$ cat src/design/alu_ops_pkg.sv
// Package: operation codes, flag layout and reset values for the execute slice
// Operation
// - Working minus memory via complement plus one
// - Swap memory nibbles into working, no flags
// - Null memory skips: discard prefetch, 2 cycles
// - Load working, skip when loaded byte null
// - Null selected bit skips, else 1 cycle
// - Working xor memory into working, null flag
// - Memory xor working into memory, null flag
`default_nettype none
package alu_ops_pkg;

  localparam int DATA_W = 8;
  localparam int BIT_SEL_W = 3;
  localparam int NIB_W = 4;

  // Flag vector bit positions
  localparam int FLG_BORROW_OUT = 0;
  localparam int FLG_NIBBLE_BORROW = 1;
  localparam int FLG_NULL = 2;
  localparam int FLG_SIGNED_WRAP = 3;
  localparam int FLG_W = 4;

  localparam logic [DATA_W-1:0] ACC_RST = 8'h00;
  localparam logic [FLG_W-1:0] FLG_RST = 4'h0;

  // Cycles taken by a skipping and a non-skipping test
  localparam int SKIP_CYCLES = 2;
  localparam int PLAIN_CYCLES = 1;

  typedef enum logic [3:0] {
    op_idle,
    op_minus_working,
    minus_memory_into_memory,
    op_minus_immediate,
    nibble_exchange_into_working,
    skip_on_null_memory,
    load_and_skip_on_null,
    op_skip_on_null_bit,
    op_exclusive_or_working,
    exclusive_or_into_memory,
    op_exclusive_or_immediate
  } op_t;

endpackage
`default_nettype wire

$ cat src/design/alu_core_if.sv
// Interface: operands to and results from the arithmetic unit
`timescale 1ns/1ps
`default_nettype none
interface alu_core_if;
  import alu_ops_pkg::*;
  logic [DATA_W-1:0] lhs;
  logic [DATA_W-1:0] rhs;
  logic [DATA_W-1:0] diff;
  logic [DATA_W-1:0] xored;
  logic borrow_out;
  logic nibble_borrow;
  logic signed_wrap;

  modport unit (input lhs, input rhs, output diff, output xored, output borrow_out,
                output nibble_borrow, output signed_wrap);
  modport user (output lhs, output rhs, input diff, input xored, input borrow_out,
                input nibble_borrow, input signed_wrap);
endinterface
`default_nettype wire

$ cat src/design/alu_arith_unit.sv
// Arithmetic unit: subtract by ones complement plus one, and bitwise xor
`timescale 1ns/1ps
`default_nettype none
module alu_arith_unit
  import alu_ops_pkg::*;
(
  alu_core_if.unit bus // Operands in, results out
);
  logic [NIB_W:0] low_sum;
  logic [DATA_W:0] full_sum;
  logic [DATA_W-1:0] rhs_inv;

  // Difference as lhs plus inverted rhs plus one; carries mean no borrow
  always_comb begin
    rhs_inv = ~bus.rhs;
    low_sum = {1'b0, bus.lhs[NIB_W-1:0]} + {1'b0, rhs_inv[NIB_W-1:0]} + 5'h01;
    full_sum = {1'b0, bus.lhs} + {1'b0, rhs_inv} + 9'h001;
  end

  // Results and flags
  assign bus.diff = full_sum[DATA_W-1:0];
  assign bus.borrow_out = full_sum[DATA_W];
  assign bus.nibble_borrow = low_sum[NIB_W];
  assign bus.signed_wrap = (bus.lhs[DATA_W-1] != bus.rhs[DATA_W-1]) &&
                           (full_sum[DATA_W-1] != bus.lhs[DATA_W-1]);
  assign bus.xored = bus.lhs ^ bus.rhs;
endmodule
`default_nettype wire

$ cat src/design/alu_exec_slice.sv
// Execute slice: working register, flags, memory write-back and skip timing
`timescale 1ns/1ps
`default_nettype none
module alu_exec_slice
  import alu_ops_pkg::*;
(
  input wire logic core_clk, // Instruction cycle clock
  input wire logic rst_b, // Synchronous reset, active low
  input wire logic op_valid, // Instruction offered this cycle
  input wire op_t op_code, // Operation to execute
  input wire logic [DATA_W-1:0] mem_data, // Addressed data byte
  input wire logic [DATA_W-1:0] imm_data, // Immediate constant
  input wire logic [BIT_SEL_W-1:0] bit_sel, // Bit under test
  output logic op_ready, // Slice can take an instruction
  output logic [DATA_W-1:0] acc, // Working register
  output logic [FLG_W-1:0] flags, // Wrap, null, nibble borrow, borrow out
  output logic mem_wr_en, // Write-back strobe to data memory
  output logic [DATA_W-1:0] mem_wr_data, // Write-back byte
  output logic discard_prefetch // Prefetched instruction is dropped
);
  alu_core_if core ();

  // Working register state
  logic [DATA_W-1:0] acc_r;
  logic [DATA_W-1:0] acc_nxt;
  // Flag state
  logic [FLG_W-1:0] flags_r;
  logic [FLG_W-1:0] flags_nxt;
  // Write-back state
  logic mem_wr_en_r;
  logic mem_wr_en_nxt;
  logic [DATA_W-1:0] mem_wr_data_r;
  logic [DATA_W-1:0] mem_wr_data_nxt;
  // Dummy cycle state
  logic dummy_r;
  logic dummy_nxt;

  // Decode and datapath helpers
  logic take;
  logic skip;
  logic is_minus;
  logic is_minus_to_mem;
  logic is_swap;
  logic is_skip_mem;
  logic is_load_skip;
  logic is_skip_bit;
  logic is_xor_to_acc;
  logic is_xor_to_mem;
  logic use_imm;
  logic mem_null;
  logic bit_null;
  wire logic [DATA_W-1:0] bit_lane;
  logic [DATA_W-1:0] swapped;

  alu_arith_unit u_arith (
    .bus(core.unit)
  );

  // A dummy cycle blocks the next instruction
  assign op_ready = !dummy_r;
  assign take = op_valid && op_ready;

  // Instruction decode, one class flag per operation group
  always_comb begin
    is_minus = 1'b0;
    is_minus_to_mem = 1'b0;
    is_swap = 1'b0;
    is_skip_mem = 1'b0;
    is_load_skip = 1'b0;
    is_skip_bit = 1'b0;
    is_xor_to_acc = 1'b0;
    is_xor_to_mem = 1'b0;
    use_imm = 1'b0;
    case (op_code)
      op_minus_working: begin
        is_minus = 1'b1;
      end
      minus_memory_into_memory: begin
        is_minus = 1'b1;
        is_minus_to_mem = 1'b1;
      end
      op_minus_immediate: begin
        is_minus = 1'b1;
        use_imm = 1'b1;
      end
      nibble_exchange_into_working: begin
        is_swap = 1'b1;
      end
      skip_on_null_memory: begin
        is_skip_mem = 1'b1;
      end
      load_and_skip_on_null: begin
        is_load_skip = 1'b1;
      end
      op_skip_on_null_bit: begin
        is_skip_bit = 1'b1;
      end
      op_exclusive_or_working: begin
        is_xor_to_acc = 1'b1;
      end
      op_exclusive_or_immediate: begin
        is_xor_to_acc = 1'b1;
        use_imm = 1'b1;
      end
      exclusive_or_into_memory: begin
        is_xor_to_mem = 1'b1;
      end
      default: begin
        use_imm = 1'b0;
      end
    endcase
  end

  // Operand selection; immediate forms take the instruction's constant
  always_comb begin
    core.lhs = acc_r;
    core.rhs = use_imm ? imm_data : mem_data;
  end

  // Nibble exchange of the addressed byte; the byte itself is left alone
  assign swapped = {mem_data[NIB_W-1:0], mem_data[DATA_W-1:NIB_W]};

  // One lane per data bit: set when that bit is selected and clear
  for (genvar gi = 0; gi < DATA_W; gi++) begin : g_lane
    assign bit_lane[gi] = (bit_sel == BIT_SEL_W'(gi)) && !mem_data[gi];
  end

  // Null tests feeding the skip decision
  assign mem_null = (mem_data == '0);
  assign bit_null = |bit_lane;

  // A taken test on a null byte or bit drops the prefetched instruction
  assign skip = take && ((is_skip_mem && mem_null) ||
                         (is_load_skip && mem_null) ||
                         (is_skip_bit && bit_null));

  // Next working register; memory-destination forms leave it alone
  always_comb begin
    acc_nxt = acc_r;
    if (take) begin
      if (is_minus && !is_minus_to_mem) begin
        acc_nxt = core.diff;
      end else if (is_swap) begin
        acc_nxt = swapped;
      end else if (is_load_skip) begin
        acc_nxt = mem_data;
      end else if (is_xor_to_acc) begin
        acc_nxt = core.xored;
      end
    end
  end

  // Working register
  always_ff @(posedge core_clk) begin
    if (!rst_b) begin
      acc_r <= ACC_RST;
    end else begin
      acc_r <= acc_nxt;
    end
  end

  // Next flags: subtraction sets four, exclusive-or only the null flag
  always_comb begin
    flags_nxt = flags_r;
    if (take && is_minus) begin
      flags_nxt[FLG_BORROW_OUT] = core.borrow_out;
      flags_nxt[FLG_NIBBLE_BORROW] = core.nibble_borrow;
      flags_nxt[FLG_SIGNED_WRAP] = core.signed_wrap;
      flags_nxt[FLG_NULL] = (core.diff == '0);
    end else if (take && (is_xor_to_acc || is_xor_to_mem)) begin
      flags_nxt[FLG_NULL] = (core.xored == '0);
    end
  end

  // Flags
  always_ff @(posedge core_clk) begin
    if (!rst_b) begin
      flags_r <= FLG_RST;
    end else begin
      flags_r <= flags_nxt;
    end
  end

  // Next write-back: memory forms strobe for one cycle, the byte holds
  always_comb begin
    mem_wr_en_nxt = 1'b0;
    mem_wr_data_nxt = mem_wr_data_r;
    if (take && is_minus_to_mem) begin
      mem_wr_en_nxt = 1'b1;
      mem_wr_data_nxt = core.diff;
    end else if (take && is_xor_to_mem) begin
      mem_wr_en_nxt = 1'b1;
      mem_wr_data_nxt = core.xored;
    end
  end

  // Write-back strobe and byte
  always_ff @(posedge core_clk) begin
    if (!rst_b) begin
      mem_wr_en_r <= 1'b0;
      mem_wr_data_r <= ACC_RST;
    end else begin
      mem_wr_en_r <= mem_wr_en_nxt;
      mem_wr_data_r <= mem_wr_data_nxt;
    end
  end

  // Next dummy flag: a skip costs exactly one extra cycle
  always_comb begin
    dummy_nxt = skip;
  end

  // Dummy cycle flag
  always_ff @(posedge core_clk) begin
    if (!rst_b) begin
      dummy_r <= 1'b0;
    end else begin
      dummy_r <= dummy_nxt;
    end
  end

  // Outputs from flip-flops
  assign acc = acc_r;
  assign flags = flags_r;
  assign mem_wr_en = mem_wr_en_r;
  assign mem_wr_data = mem_wr_data_r;
  assign discard_prefetch = dummy_r;
endmodule
`default_nettype wire

$ cat config.mk
export PLATFORM = sky130hd
export DESIGN_NAME = alu_exec_slice
export DESIGN_NICKNAME = d
export VERILOG_FILES = /design/src/design/alu_ops_pkg.sv /design/src/design/alu_core_if.sv /design/src/design/alu_arith_unit.sv /design/src/design/alu_exec_slice.sv
export SDC_FILE = /design/constraint.sdc
export NUM_CORES = 1
export LEC_CHECK = 0
export BUFFER_PORTS_ARGS = -buffer_cell sky130_fd_sc_hd__clkbuf_2
export CORE_UTILIZATION = 35
export CTS_BUF_LIST = sky130_fd_sc_hd__clkbuf_4 sky130_fd_sc_hd__clkbuf_8
export DETAILED_ROUTE_END_ITERATION = 12
export PLACE_DENSITY = 0.68
export RECOVER_POWER = 25
export SETUP_SLACK_MARGIN = 0.05
export SLEW_MARGIN = 20
export SYNTH_ARGS = -nofsm -noshare
export SYNTH_HDL_FRONTEND = slang
export SYNTH_SLANG_ARGS = --single-unit
$ cat constraint.sdc
create_clock -name core_clk -period 5.1 [get_ports core_clk]
set_input_delay 1.02 -clock core_clk [delete_from_list [all_inputs] [get_ports core_clk]]
set_output_delay 1.02 -clock core_clk [all_outputs]
set_load 0.01 [all_outputs]
### Yosys cells after proc, flatten, opt, wreduce, memory -nomap -nowiden

Cells that the tools add are included.

* reductions and logical operators: 44
* muxes and demuxes: 20
* bitwise gates (word level): 2
* eq/ne operators: 19
* add/subtract/negate cells: 4

Operator list (number)
* 8-bit 2-to-1 mux: 7
* 8-bit logical NOT: 3
* 1-bit logical AND: 19
* 4-bit by 3-bit == test with 1-bit output, second input constant: 4
* 1-bit 2-to-1 mux: 13
* 3-bit == test, second input constant: 4
* 4-bit == test, second input constant: 3
* 1-bit logical NOT: 10
* 8-bit by 8-bit adder with 9-bit output: 1
* 9-bit by 1-bit adder with 9-bit output, second input constant: 1
* 4-bit by 2-bit == test with 1-bit output, second input constant: 2
* 8-bit NOT: 1
* 8-bit OR reduction: 1
* 8-bit XOR: 1
* 3-bit by 2-bit == test with 1-bit output, second input constant: 2
* 4-bit by 4-bit adder with 5-bit output: 1
* 5-bit by 1-bit adder with 5-bit output, second input constant: 1
* 4-bit by 1-bit == test with 1-bit output, second input constant: 1
* 2-bit nonzero test: 2
* 4-bit nonzero test: 1
* 2-bit OR reduction: 2
* 3-bit by 1-bit == test with 1-bit output, second input constant: 1
* 3-bit logical NOT: 1
* 1-bit logical OR: 3
* other kinds (3): 4

* word-level logic and storage cells: 95
* flip-flop bits (word level): 22
* output and inout bits: 23
* input bits: 26

### Depth between registers and ports, before layout

* word-level depth: 9
* depth in mapped cells: 13
* mapped depth without buffers: 11

### Cells and area by module

A second synthesis with hierarchy kept.

* cells, all modules: 223
* area, all modules: 1911.8 um2

By module, submodules not included
* alu_exec_slice: cells each 161, area an instance 1476.4 um2, sequential area each 440.4 um2, instances 1
* alu_arith_unit: cells each 62, area an instance 435.4 um2, sequential area each 0.0 um2, instances 1

### Least setup slack after synthesis

No wires, ideal clock.

* kind: input to register
* from: input port op_code[1]
* to: register flags_r[2] (netlist: flags[2])
* data arrival time: 3.529 ns
* stages: 12
* path buffers: 2
* setup time: 0.075 ns
* slack: 1.496 ns
* cell sequence: buf_1 -> nor3b_1 -> buf_2 -> mux2_2 -> ha_1 -> inv_1 -> fa_1 -> nand3_1 -> a21oi_1 -> or3_1 -> a221o_1 -> o22ai_1

* cells in the longest elaborated chain, start to end: 9
* elaborated cells on any way between the ends: 26
* classes of those cells: add/sub: 2; eq/ne: 6; mux: 7; bitwise: 2; reduce/logical: 9

Ends and longest elaborated chain
* from (decl): line alu_exec_slice.sv:10 `input wire op_t op_code,`
* 4-bit == test / 4-bit by 2-bit == test with 1-bit output (equally long branches): line alu_exec_slice.sv:74 `case (op_code)`
* 2-bit OR reduction (no line)
* 1-bit 2-to-1 mux: line alu_exec_slice.sv:74
* 8-bit 2-to-1 mux: line alu_exec_slice.sv:117 `core.rhs = use_imm ? imm_data : mem_data;`
* 8-bit NOT: line alu_arith_unit.sv:15 `rhs_inv = ~bus.rhs;`
* 8-bit by 8-bit adder with 9-bit output: line alu_arith_unit.sv:17 `full_sum = {1'b0, bus.lhs} + {1'b0, rhs_inv} + 9'h001;`
* 9-bit by 1-bit adder with 9-bit output: line alu_arith_unit.sv:17
* 8-bit logical NOT: line alu_exec_slice.sv:169 `flags_nxt[FLG_NULL] = (core.diff == '0);`
* 1-bit 2-to-1 mux: line alu_exec_slice.sv:165 `if (take && is_minus) begin`
* to (signal assigned): line alu_exec_slice.sv:180 `flags_r <= flags_nxt;`
* to (decl): line alu_exec_slice.sv:27 `logic [FLG_W-1:0] flags_r;`

Several ways; a longest one is shown, not always the timed one. The select of a mux whose other input is x is not followed.
A chain may end at the register's enable or synchronous reset.

### Final worst setup path

Ends and elaborated chain as after synthesis.

==> metrics.md <==
| Metric | Value |
|---|---|
| # H-tree levels | 1 |
| CP endpoint kind | register |
| Endpoints failing setup | 0 |
| Leak | 0.889 nW |
| Share of cells above drive strength 1 | 20.0% |
| Synth cell types | 58 |
| Final instance area | 2200 µm² |
| Starting density of the core | 36.6% |
| Drt pass-1 iters | 4 |
| Placer Congestion | 0.890 |
| Most frequent cells in the layout | clkbuf_2 (37), dfxtp_1 (22), a21oi_1 (21), o21ai_0 (21), nand2_1 (12) |
| Area of the core | 5140 µm² |
| Most used DFF post-synth | dfxtp_1 |
| Worst Path Required | between 5 and 6 ns |
| Die Y | between 70 and 80 µm |
| Post-Place Cell Area | 2140 µm² |
| Power Density | 248 nW/µm² |
| Root buf cell | clkbuf_8 |
| N_diodes | 0 |
| Routed Antenna Nets | 0 |
| Skew final | 0.00908 ns |
| FILL cells | 549 |
| Grt total ovfl | 0 |
| Worst rel slew slack | approximately a quarter |
| Post-layout minimum cycle time | 3.59 ns |
| Worst-skew pair later-pin latency | between 0.2 and 0.3 ns |
| WL final | 5490 µm |
| Post-CTS setup buffers | 0 |
| TritonCTS buffer count | 3 |
| Worst Setup Start Kind | input pin |
| Post-synthesis sequential area ratio | 23.4% |
| Nets | 307 |
| Largest stage delay, worst path | 0.42 ns |
| Hold Crit Class | reg -> reg |
| Worst-path clk slew | around 0.090 ns |
| Vias in the first global route | 1861 |
| Post-CTS sizing | 0 |
| Drt wl/cell | 16.2 µm |
| Via count | 1922 |
| Final hold violations | 0 |
| Placed Instances | 336 |
| DP HPWL | around 4200 µm |
| Unrepaired setup endpoints after global routing | no |
| Crit Path Class | in -> reg |
| Starting DRT DRC Count | roughly 140 |
| First-pass GRT wire length | 9060 µm |
| Ys async rst share | 0% |
| Post-Syn Area | between 1500 and 2000 µm² |
| Worst Path Max Fanout | 22 |
| Design Power | roughly 0.55 mW |
| All-Layer GR Usage | 21.2% |
| Rows | 26 |
| Fin cells | 340 |
| CTS sink count | 22 |
| Die width | 75.3 µm |
| Die Area | 5670 µm² |
| Commonest non-fill, non-tap cell in the layout | clkbuf_2 |
| Number of max-cap violations | 0 |
| #FFs+latches synth | 22 |
| Total Neg Setup Slack | 0 ns |
| Worst slew pin tran | 1.12 ns |
| Initial antenna violation count | 0 |
| Cells after Synth | 233 |
| Drt via density | 5.65 |
| IO Port Bufs | 48 |
| Crit path max-delay cell type | fa_1 |
| CTS Hold Bufs | 0 |
| Final period util | 70.3% |
| Outcome | finished, final reports clean |
| Detailed-route DRC error count | 0 |
| CTS tree | yes |
| Slew Viols, Final | 0 |
| Synthesized Nets | between 200 and 300 |
| Worst-path cell chain | clkbuf_2 > nor3b_1 > buf_4 > mux2_2 > ha_1 > inv_1 > fa_1 > nand3_1 > a21oi_1 > or3_1 > a221o_1 > o22ai_1 |
| Critical Path AT | around 3.8 ns |
| Syn Area/Cell | approximately 8.1 µm² |
| Boundary pin count | a little under 50 |
| Ys Warns | 0 |
| Max VDD drop | 0.0990 mV |
| CTS max path bufs | 2 |
| Largest net degree at the start of global routing | 23 |
| Max Clk Rate | about 280 MHz |
| Area Overhead vs Synth | 17.0% |
| EDFF count, synth | 0 |
power breakdown:
group / switching [mW] / internal [mW]
Clock: 0.0650 / 0.105
Combinational: 0.111 / 0.0769
Sequential: 0.00717 / 0.181
Total: 0.183 / 0.363
registers in the layout, indices dropped and copies added (netlist names):
| name | flops |
|---|---|
| mem_wr_en | 1 |
| acc | 8 |
| discard_prefetch | 1 |
| mem_wr_data | 8 |
| flags | 4 |
cells in the mapped netlist, drive strengths merged, types with 5 or more instances:
cell / instances / area (µm²)
dfxtp: 22 / 440
a21oi: 21 / 105
o21ai: 21 / 105
nand2: 12 / 45.0
buf: 11 / 60.1
mux2i: 11 / 110
ha: 9 / 113
inv: 9 / 33.8
nor2: 9 / 33.8
nor2b: 8 / 50.1
a211oi: 7 / 52.6
nor3: 7 / 40.0
a31oi: 5 / 31.3
clkbuf: 5 / 18.8
nand3: 5 / 25.0
nor4: 5 / 31.3
xnor2: 5 / 43.8
critical path: cells and delay by family:
| family | cells | cell delay, ns |
|---|---|---|
| mux | 1 | 0.17 |
| buf+inv | 3 | 0.61 |
| simple gates | 3 | 0.79 |
| compound gates | 3 | 0.60 |
| fa+ha+maj | 2 | 0.60 |
metrics by stage:
step | worst slack, ns | util, % | hold WS, ns
2_1_floorplan | 1.50 | - | 0.485
3_3_place_gp | 1.35 | 41.6 | 0.450
3_5_place_dp | 1.26 | 41.6 | 0.454
4_1_cts | 1.54 | 42.9 | 0.466
5_1_grt | 1.28 | 42.8 | 0.506
6_report | 1.51 | 42.8 | 0.461
worst paths after layout:
check | from | cells past startpoint | to | slack (ns)
setup / recovery | op_code[1] | 12 | flags[2]$_SDFFE_PN0P_ | 1.51
hold / removal | mem_wr_data[6]$_SDFFE_PN0P_ | 2 | mem_wr_data[6]$_SDFFE_PN0P_ | 0.46
setup reg to reg | acc[0]$_SDFFE_PN0P_ | 9 | flags[2]$_SDFFE_PN0P_ | 2.80
hold reg to reg | mem_wr_data[6]$_SDFFE_PN0P_ | 2 | mem_wr_data[6]$_SDFFE_PN0P_ | 0.46
cell families after synthesis:
kind of cell             Yosys count  synth area share, %
multiplexers                      15                 9.45
AO/OA/AOI/OAI                     80                 27.8
adder cells (fa/ha/maj)           10                 7.06
XOR/XNOR                           5                 2.33
buffers and inverters             25                 5.99
flip-flops                        22                 23.4
AND/OR/NAND/NOR                   76                 23.9
layer usage:
metal  up-vias  GRT usage, %  share of wire [%]
li1        962             -                  -
met1       903          29.1                 48
met2        53          34.2                 46
met3         4          3.08                4.4
met4         0          6.58               0.80
met5         -             0                  0
layout make-up:
cell class	instances	area [µm²]	share of cell area [%]
Timing Repair Buffer	49	234	10.6
Multi-Input combinational cell	186	1330	60.6
Clock inverter	1	30.0	1.37
Sequential cell	22	440	20.0
Inverter	9	33.8	1.54
Tap cell	70	87.6	3.98
Clock buffer	3	41.3	1.88
Note: power is estimated with default switching activity, not from simulation.
